File: config.mk
export PLATFORM = sky130hd
export DESIGN_NAME = pmsar_phy_regs
export DESIGN_NICKNAME = d
export VERILOG_FILES = /design/src/pmsar_mirror.v /design/src/pmsar_event_irq.v /design/src/pmsar_phy_regs.v
export VERILOG_INCLUDE_DIRS = /design/src
export SDC_FILE = /design/constraint.sdc
export NUM_CORES = 1
export LEC_CHECK = 0
export BUFFER_PORTS_ARGS = -buffer_cell sky130_fd_sc_hd__buf_4
export CAP_MARGIN = 20
export CORE_MARGIN = 1.5
export CORE_UTILIZATION = 31
export CTS_CLUSTER_SIZE = 16
export DETAILED_ROUTE_END_ITERATION = 10
export MAX_ROUTING_LAYER = met4
export PLACE_DENSITY = 0.58
export SLEW_MARGIN = 5
export SYNTH_ARGS = -nofsm -noshare
export SYNTH_HDL_FRONTEND = slang
export SYNTH_SLANG_ARGS = --single-unit
File: constraint.sdc
create_clock -name pclk -period 2.8 [get_ports pclk]
set_clock_uncertainty 0.2 [all_clocks]
set_input_delay 0 -clock pclk [delete_from_list [all_inputs] [get_ports pclk]]
set_output_delay 0 -clock pclk [all_outputs]
set_load 0.03 [all_outputs]
File: src/pmsar_regs.vh
// Function
// - Basic status bit 15 always reads zero: no four-pair 100 Mbps support.
// - Basic status bits 14 to 11 are read-only and always read one.
// - Basic status bit 5 reads one once auto-negotiation has completed.
// - Basic status bit 4 reads one while a far end fault is detected.
// - Basic status bit 3 reads the auto-negotiation enable, default one.
// - Basic status bit 0 reads zero: no extended register capability.
// - Identifier low word is a read-only fixed constant.
// - Identifier high word is a read-only fixed constant.
// - Advertisement bit 10, pause, is writable, default one, shared storage.
// - Advertisement bits 8 and 7, 100 Mbps duplex, writable, default one.
// - Advertisement bits 6 and 5, 10 Mbps duplex, writable, default one.
// - Partner ability bit 10 reads the partner pause capability.
// - Partner ability bits 8 and 7 read partner 100 Mbps abilities.
// - Partner ability bits 6 and 5 read partner 10 Mbps abilities.
`ifndef PMSAR_REGS_VH
`define PMSAR_REGS_VH

// ----------------------------------------
// Register indices (byte address = 4 x index)
// ----------------------------------------
`define PMSAR_IDX_BASIC_STATUS 12'h4d2
`define PMSAR_IDX_IDENT_LOW 12'h4d4
`define PMSAR_IDX_IDENT_HIGH 12'h4d6
`define PMSAR_IDX_ADVERTISE 12'h4d8
`define PMSAR_IDX_PARTNER 12'h4da
`define PMSAR_IDX_INT_STATUS 12'h4dc
`define PMSAR_IDX_INT_MASK 12'h4de

// ----------------------------------------
// Basic status fields
// ----------------------------------------
`define PMSAR_BS_T4 15
`define PMSAR_BS_CAP_HI 14
`define PMSAR_BS_CAP_LO 11
`define PMSAR_BS_CAPS 4'hf
`define PMSAR_BS_AN_DONE 5
`define PMSAR_BS_FAR_FAULT 4
`define PMSAR_BS_AN_CAPABLE 3
`define PMSAR_BS_LINK 2
`define PMSAR_BS_EXTENDED 0

// ----------------------------------------
// Identifier words (arbitrary values)
// ----------------------------------------
`define PMSAR_IDENT_LOW_VAL 16'h5a5a
`define PMSAR_IDENT_HIGH_VAL 16'h00c3

// ----------------------------------------
// Advertisement and partner ability fields
// ----------------------------------------
`define PMSAR_ABIL_HI 10
`define PMSAR_ABIL_MID 8
`define PMSAR_ABIL_LO 5
`define PMSAR_ADV_RESET 5'h1f
`define PMSAR_ADV_SELECTOR 5'h01
`define PMSAR_AN_ENABLE_RESET 1'b1

// ----------------------------------------
// Interrupt event bits
// ----------------------------------------
`define PMSAR_EV_AN_DONE 0
`define PMSAR_EV_FAR_FAULT 1
`define PMSAR_EV_LINK 2
`define PMSAR_EV_PARTNER 3
`define PMSAR_EV_WIDTH 4

`endif

File: src/pmsar_mirror.v
`timescale 1ns/1ps
// ----------------------------------------
// Mirror of status bits with change pulses
// ----------------------------------------
module pmsar_mirror #(
	parameter W = 3
) (
	input wire pclk,
	input wire presetn,
	input wire [W-1:0] d_in,
	output reg [W-1:0] q,
	output reg [W-1:0] rise,
	output reg changed
);
	always @(posedge pclk or negedge presetn)
	begin
		if (!presetn)
		begin
			q <= {W{1'b0}};
			rise <= {W{1'b0}};
			changed <= 1'b0;
		end
		else
		begin
			q <= d_in;
			rise <= d_in & ~q;
			changed <= |(d_in ^ q);
		end
	end
endmodule // pmsar_mirror

File: src/pmsar_event_irq.v
`timescale 1ns/1ps
`include "pmsar_regs.vh"
// ----------------------------------------
// Sticky event status, mask and interrupt
// ----------------------------------------
module pmsar_event_irq (
	input wire pclk,
	input wire presetn,
	input wire [`PMSAR_EV_WIDTH-1:0] ev,
	input wire clr_we,
	input wire mask_we,
	input wire [`PMSAR_EV_WIDTH-1:0] wdata,
	output reg [`PMSAR_EV_WIDTH-1:0] status,
	output reg [`PMSAR_EV_WIDTH-1:0] mask,
	output reg irq
);
	reg [`PMSAR_EV_WIDTH-1:0] next_status;
	reg [`PMSAR_EV_WIDTH-1:0] next_mask;

	always @*
	begin
		next_status = status;
		next_mask = mask;
		if (clr_we)
			next_status = status & ~wdata;
		// New event beats a simultaneous clear
		next_status = next_status | ev;
		if (mask_we)
			next_mask = wdata;
	end

	always @(posedge pclk or negedge presetn)
	begin
		if (!presetn)
		begin
			status <= {`PMSAR_EV_WIDTH{1'b0}};
			mask <= {`PMSAR_EV_WIDTH{1'b0}};
			irq <= 1'b0;
		end
		else
		begin
			status <= next_status;
			mask <= next_mask;
			irq <= |(next_status & next_mask);
		end
	end
endmodule // pmsar_event_irq

File: src/pmsar_phy_regs.v
// Design decision made here: the APB register port.
`timescale 1ns/1ps
`include "pmsar_regs.vh"
module pmsar_phy_regs (
	input wire pclk,
	input wire presetn,
	input wire psel,
	input wire penable,
	input wire pwrite,
	input wire [15:0] paddr,
	input wire [31:0] pwdata,
	input wire [3:0] pstrb,
	output reg [31:0] prdata,
	output reg pready,
	output reg pslverr,
	input wire an_complete_in,
	input wire far_fault_in,
	input wire link_up_in,
	input wire [4:0] lp_ability_in,
	input wire an_enable_we,
	input wire an_enable_wdata,
	input wire adv_ability_we,
	input wire [4:0] adv_ability_wdata,
	output reg [4:0] adv_ability,
	output reg an_enable,
	output wire irq
);

	// ----------------------------------------
	// Address decode
	// ----------------------------------------
	function hit;
		input [15:0] addr;
		input [11:0] idx;
		begin
			hit = (addr == {2'b00, idx, 2'b00});
		end
	endfunction

	wire sel_basic;
	wire sel_id_lo;
	wire sel_id_hi;
	wire sel_adv;
	wire sel_lp;
	wire sel_int_st;
	wire sel_int_mask;
	wire sel_any;

	assign sel_basic = hit(paddr, `PMSAR_IDX_BASIC_STATUS);
	assign sel_id_lo = hit(paddr, `PMSAR_IDX_IDENT_LOW);
	assign sel_id_hi = hit(paddr, `PMSAR_IDX_IDENT_HIGH);
	assign sel_adv = hit(paddr, `PMSAR_IDX_ADVERTISE);
	assign sel_lp = hit(paddr, `PMSAR_IDX_PARTNER);
	assign sel_int_st = hit(paddr, `PMSAR_IDX_INT_STATUS);
	assign sel_int_mask = hit(paddr, `PMSAR_IDX_INT_MASK);
	assign sel_any = sel_basic | sel_id_lo | sel_id_hi | sel_adv | sel_lp |
		sel_int_st | sel_int_mask;

	// ----------------------------------------
	// Bus handshake
	// ----------------------------------------
	wire access_first;
	wire access_done;
	wire wr_done;

	// Answer one cycle into the access phase
	assign access_first = psel & penable & ~pready;
	assign access_done = psel & penable & pready;
	assign wr_done = access_done & pwrite & sel_any;

	always @(posedge pclk or negedge presetn)
	begin
		if (!presetn)
		begin
			pready <= 1'b0;
			pslverr <= 1'b0;
		end
		else if (access_first)
		begin
			pready <= 1'b1;
			pslverr <= ~sel_any;
		end
		else
		begin
			pready <= 1'b0;
			pslverr <= 1'b0;
		end
	end

	// ----------------------------------------
	// Advertisement storage, shared with port control
	// ----------------------------------------
	wire adv_bus_we;
	reg [4:0] next_adv;

	assign adv_bus_we = wr_done & sel_adv;

	always @*
	begin
		next_adv = adv_ability;
		if (adv_ability_we)
			next_adv = adv_ability_wdata;
		// Bus write wins over a same-cycle port control write
		if (adv_bus_we && pstrb[1])
			next_adv[4] = pwdata[`PMSAR_ABIL_HI];
		if (adv_bus_we && pstrb[1])
			next_adv[3] = pwdata[`PMSAR_ABIL_MID];
		if (adv_bus_we && pstrb[0])
			next_adv[2:0] = pwdata[7:5];
	end

	always @(posedge pclk or negedge presetn)
	begin
		if (!presetn)
			adv_ability <= `PMSAR_ADV_RESET;
		else
			adv_ability <= next_adv;
	end

	// ----------------------------------------
	// Auto-negotiation enable copy
	// ----------------------------------------
	always @(posedge pclk or negedge presetn)
	begin
		if (!presetn)
			an_enable <= `PMSAR_AN_ENABLE_RESET;
		else if (an_enable_we)
			an_enable <= an_enable_wdata;
	end

	// ----------------------------------------
	// Port status mirrors
	// ----------------------------------------
	wire [2:0] st_q;
	wire [2:0] st_rise;
	wire [4:0] lp_q;
	wire lp_changed;

	pmsar_mirror #(
		.W(3)
	) u_status_mirror (
		.pclk(pclk),
		.presetn(presetn),
		.d_in({link_up_in, far_fault_in, an_complete_in}),
		.q(st_q),
		.rise(st_rise),
		.changed()
	);

	pmsar_mirror #(
		.W(5)
	) u_partner_mirror (
		.pclk(pclk),
		.presetn(presetn),
		.d_in(lp_ability_in),
		.q(lp_q),
		.rise(),
		.changed(lp_changed)
	);

	// Link change is either edge; done and far fault use rising edge, partner any bit change
	reg link_prev;
	reg link_changed;

	always @(posedge pclk or negedge presetn)
	begin
		if (!presetn)
		begin
			link_prev <= 1'b0;
			link_changed <= 1'b0;
		end
		else
		begin
			link_prev <= st_q[2];
			link_changed <= st_q[2] ^ link_prev;
		end
	end

	// ----------------------------------------
	// Interrupt events
	// ----------------------------------------
	wire [`PMSAR_EV_WIDTH-1:0] events;
	wire [`PMSAR_EV_WIDTH-1:0] int_status;
	wire [`PMSAR_EV_WIDTH-1:0] int_mask;
	wire int_clr_we;
	wire int_mask_we;

	assign events[`PMSAR_EV_AN_DONE] = st_rise[0];
	assign events[`PMSAR_EV_FAR_FAULT] = st_rise[1];
	assign events[`PMSAR_EV_LINK] = link_changed;
	assign events[`PMSAR_EV_PARTNER] = lp_changed;
	assign int_clr_we = wr_done & sel_int_st & pstrb[0];
	assign int_mask_we = wr_done & sel_int_mask & pstrb[0];

	pmsar_event_irq u_event_irq (
		.pclk(pclk),
		.presetn(presetn),
		.ev(events),
		.clr_we(int_clr_we),
		.mask_we(int_mask_we),
		.wdata(pwdata[`PMSAR_EV_WIDTH-1:0]),
		.status(int_status),
		.mask(int_mask),
		.irq(irq)
	);

	// ----------------------------------------
	// Register read values
	// ----------------------------------------
	reg [15:0] basic_word;
	reg [15:0] adv_word;
	reg [15:0] lp_word;
	reg [15:0] rd_word;

	always @*
	begin
		basic_word = 16'h0000;
		basic_word[`PMSAR_BS_T4] = 1'b0;
		basic_word[`PMSAR_BS_CAP_HI:`PMSAR_BS_CAP_LO] = `PMSAR_BS_CAPS;
		basic_word[`PMSAR_BS_AN_DONE] = st_q[0];
		basic_word[`PMSAR_BS_FAR_FAULT] = st_q[1];
		basic_word[`PMSAR_BS_AN_CAPABLE] = an_enable;
		basic_word[`PMSAR_BS_LINK] = st_q[2];
		basic_word[`PMSAR_BS_EXTENDED] = 1'b0;
	end

	always @*
	begin
		adv_word = 16'h0000;
		adv_word[`PMSAR_ABIL_HI] = adv_ability[4];
		adv_word[`PMSAR_ABIL_MID:`PMSAR_ABIL_LO] = adv_ability[3:0];
		adv_word[4:0] = `PMSAR_ADV_SELECTOR;
	end

	always @*
	begin
		lp_word = 16'h0000;
		lp_word[`PMSAR_ABIL_HI] = lp_q[4];
		lp_word[`PMSAR_ABIL_MID:7] = lp_q[3:2];
		lp_word[6:`PMSAR_ABIL_LO] = lp_q[1:0];
	end

	always @*
	begin
		rd_word = 16'h0000;
		if (sel_basic)
			rd_word = basic_word;
		else if (sel_id_lo)
			rd_word = `PMSAR_IDENT_LOW_VAL;
		else if (sel_id_hi)
			rd_word = `PMSAR_IDENT_HIGH_VAL;
		else if (sel_adv)
			rd_word = adv_word;
		else if (sel_lp)
			rd_word = lp_word;
		else if (sel_int_st)
			rd_word = {12'h000, int_status};
		else if (sel_int_mask)
			rd_word = {12'h000, int_mask};
	end

	// ----------------------------------------
	// Read data register
	// ----------------------------------------
	always @(posedge pclk or negedge presetn)
	begin
		if (!presetn)
			prdata <= 32'h0000_0000;
		else if (access_first && !pwrite)
			prdata <= {16'h0000, rd_word};
		else
			prdata <= 32'h0000_0000;
	end

endmodule // pmsar_phy_regs

==> impl_metrics.toml <==
[floorplanning]
dieHeight_um = 86.7
initial_core_util_pct = 32.0
die_w_um = 86.7
coreArea_um2 = 6790
rows = 30
ios = 114
die_area_um2 = 7510

[layout]
synthToLayoutAreaGrowth_pct = 44.3
diodes = 0
final_area_um2 = 3130
final_util_pct = 46.1
fin_nets = 371
drive_gt1_share_pct = 36.5

[critical_path]
path_buf_inv = 1
setup.worst_path.start_class = "register"
rr_worst_depth = 4
arrival_ns = 2.40
required_ns = 2.83
cpLargestDelayFamily = "simple AND/OR/NAND/NOR gates"
rr_endpoint = "prdata[13]$_DFF_PN0_"
r2r_start = "pready$_DFF_PN0_"
crit_chain = "or2_2 -> or3_2 -> nor3_1 -> dlygate4sd3_1"
critPathCaptureType = "register"
critPathKind = "reg -> reg"
cp_max_fo = 13
rrSetupSlack_ns = 0.44
cpPeakStageDelay_ns = 0.61
critPathSlowestCell = "or3_2"

[cts]
clock_sinks = 43
clock_latency_ns = 0.29
cts.path.max_buffers = 2
clk_root_buffer_cell = "clkbuf_8"
clk_pin_slew_ns = 0.08
cts_buffers = 5
cts_resized = 0
cts_tree = "built"
h-tree-depth = 2

[timing]
rsz0062_at_grt = "no"
finalSetupTns_ns = 0
setup_viol = 0
relSlewSlack_pct = 47.5
tightest_slew_ns = 0.784
period_share_pct = 84.4
finalMaxSlewViolations = 0
fmax_mhz = 423
min_period_ns = 2.36
hold_viol = 0

[synth]
ys.flop_type = "dfrtp_1"
avgSynthCellArea_um2 = 10.9
yosysWarnings = 0
synth_edf_count = 0
synthTopCellsByCount = "37 x dfrtp_1, 19 x buf_4, 12 x mux2_2, 11 x nand3_1"
synth_top_area_share_pct = 42.7
synth_area_leader_cell = "dfrtp_1"
ys_seq_elements = 43
synth_seq_area_share_pct = 49.9
synth_cell_type_count = 40
synthCells = 199
synthesis.area_um2 = 2170
async_flop_share_pct = 100
yosysMostFrequentCell = "dfrtp_1"
netlist_top_cells_area = "dfrtp_1 43%, dfstp_2 7.3%, buf_4 6.6%"

[place]
postPlaceCellArea_um2 = 2700
dpl.hpwl_mm = 3.58
gp_congestion = 0.789
io_buffers = 71

[route]
routed_via_density = 4.49
wl_met2_mm = 2.52
first_pass_iters = 4
routed_wl_mm = 5.05
drc = 0
dr_total_vias = 1775
dr.max_layer_used = "met4"
drt_iter0_drc = 106
ant_nets = 0
wl_met1_mm = 2.26
wire_per_inst_um = 12.8
wl_met3_um = 239

[pwr]
power_density_nw_per_um2 = 431
max-vdd-ir-drop_uv = 310
p_leak_nw = 1.50

[global_routing]
antenna_found_initial = 0
grt_pass1_vias = 1786
grt_pass1_wl_mm = 8.42
overflow = 0
grt_max_degree = 44
grt.total_usage_pct = 14.7

[hold_path]
hold_path.class = "in -> async"

[outcome]
status = "finished, final reports clean"

[job]
cap_violations = 0
## layout by cell type, fill, tap and decap left out, types with 2 or more instances in the layout
| cell | n |
|---|---|
| dfstp_2 | 6 |
| clkbuf_8 | 7 |
| o211ai_1 | 2 |
| nand2_1 | 9 |
| a21o_1 | 9 |
| nor2b_1 | 3 |
| mux2_4 | 4 |
| a41oi_1 | 4 |
| a211oi_1 | 3 |
| a21oi_1 | 5 |
| nor2_1 | 10 |
| o22ai_1 | 4 |
| buf_4 | 72 |
| inv_1 | 8 |
| xnor2_1 | 2 |
| nand3_1 | 11 |
| mux2_2 | 12 |
| dlygate4sd3_1 | 33 |
| xor2_1 | 4 |
| nand4_1 | 5 |
| nor3_1 | 10 |
| conb_1 | 17 |
| dfrtp_1 | 37 |
| o21ai_0 | 2 |
| mux2i_1 | 4 |
| and3_1 | 3 |
## logic make-up after synthesis
logic type,share of synthesized area [%]
xor gates and xnor gates,2.42
AOI/OAI and AO/OA,10.3
DFF,49.9
muxes,10.8
other,0.173
buffers and inverters,10.1
and+or+nand+nor,16.3
## registers in the layout, summed over array words and instances (netlist names)
| name | cells |
|---|---|
| prdata | 13 |
| adv_ability | 5 |
| u_partner_mirror.q | 5 |
| u_event_irq.mask | 4 |
| u_event_irq.status | 4 |
| u_status_mirror.q | 3 |
| u_status_mirror.rise | 2 |
| an_enable | 1 |
| link_changed | 1 |
| link_prev | 1 |
| pready | 1 |
| pslverr | 1 |
| u_event_irq.irq | 1 |
| u_partner_mirror.changed | 1 |
## power by group
group / internal, mW / switching, mW / leakage [nW]
logic: 0.125 / 0.128 / 0.924
registers: 0.648 / 0.0157 / 0.527
clock network: 0.225 / 0.209 / 0.0515
total: 0.998 / 0.353 / 1.50
## routing by layer
metal | up-vias | GRT usage (%)
met2 | 54 | 24.2
met3 | 4 | 3.14
li1 | 866 | -
met5 | - | -
met1 | 851 | 18.7
met4 | 0 | 3.08
## through the flow
stage	setup slack (ns)	hold slack, ns	instances	total power [mW]
2_1_floorplan	0.832	-0.496	215	0.807
3_3_place_gp	0.902	-0.178	354	0.887
3_5_place_dp	0.861	-0.171	354	0.889
4_1_cts	0.436	0.0651	395	1.36
5_1_grt	0.355	0.0816	395	1.42
6_report	0.437	0.0316	395	1.35
## how the worst max path moves through the flow
| stage | start | endpoint | slack (ns) | depth (start not counted) |
|---|---|---|---|---|
| 2_1_floorplan | pready$_DFF_PN0_ | prdata[12]$_DFF_PN0_ | 0.83 | 4 |
| 3_3_place_gp | pready$_DFF_PN0_ | u_event_irq.irq$_DFF_PN0_ | 0.90 | 5 |
| 3_5_place_dp | pready$_DFF_PN0_ | prdata[1]$_DFF_PN0_ | 0.86 | 3 |
| 4_1_cts | pready$_DFF_PN0_ | prdata[13]$_DFF_PN0_ | 0.44 | 4 |
| 5_1_grt | pready$_DFF_PN0_ | prdata[13]$_DFF_PN0_ | 0.35 | 4 |
| 6_report | pready$_DFF_PN0_ | prdata[13]$_DFF_PN0_ | 0.44 | 4 |
## layout make-up
| cell class | instances | area, um^2 |
|---|---|---|
| sequential | 43 | 1080 |
| fill | 654 | 3660 |
| multi-input combinational | 135 | 928 |
| inverter | 8 | 30.0 |
| clock buffer | 8 | 100 |
| tap | 96 | 120 |
| timing repair buffer | 105 | 871 |
## timing repair
item / CTS / global route
hold endpoints to repair: 84 / 0
hold buffers: 33 / 0
buffers inserted: 0 / 0
No activity file was read; power rests on OpenSTA's default activity.
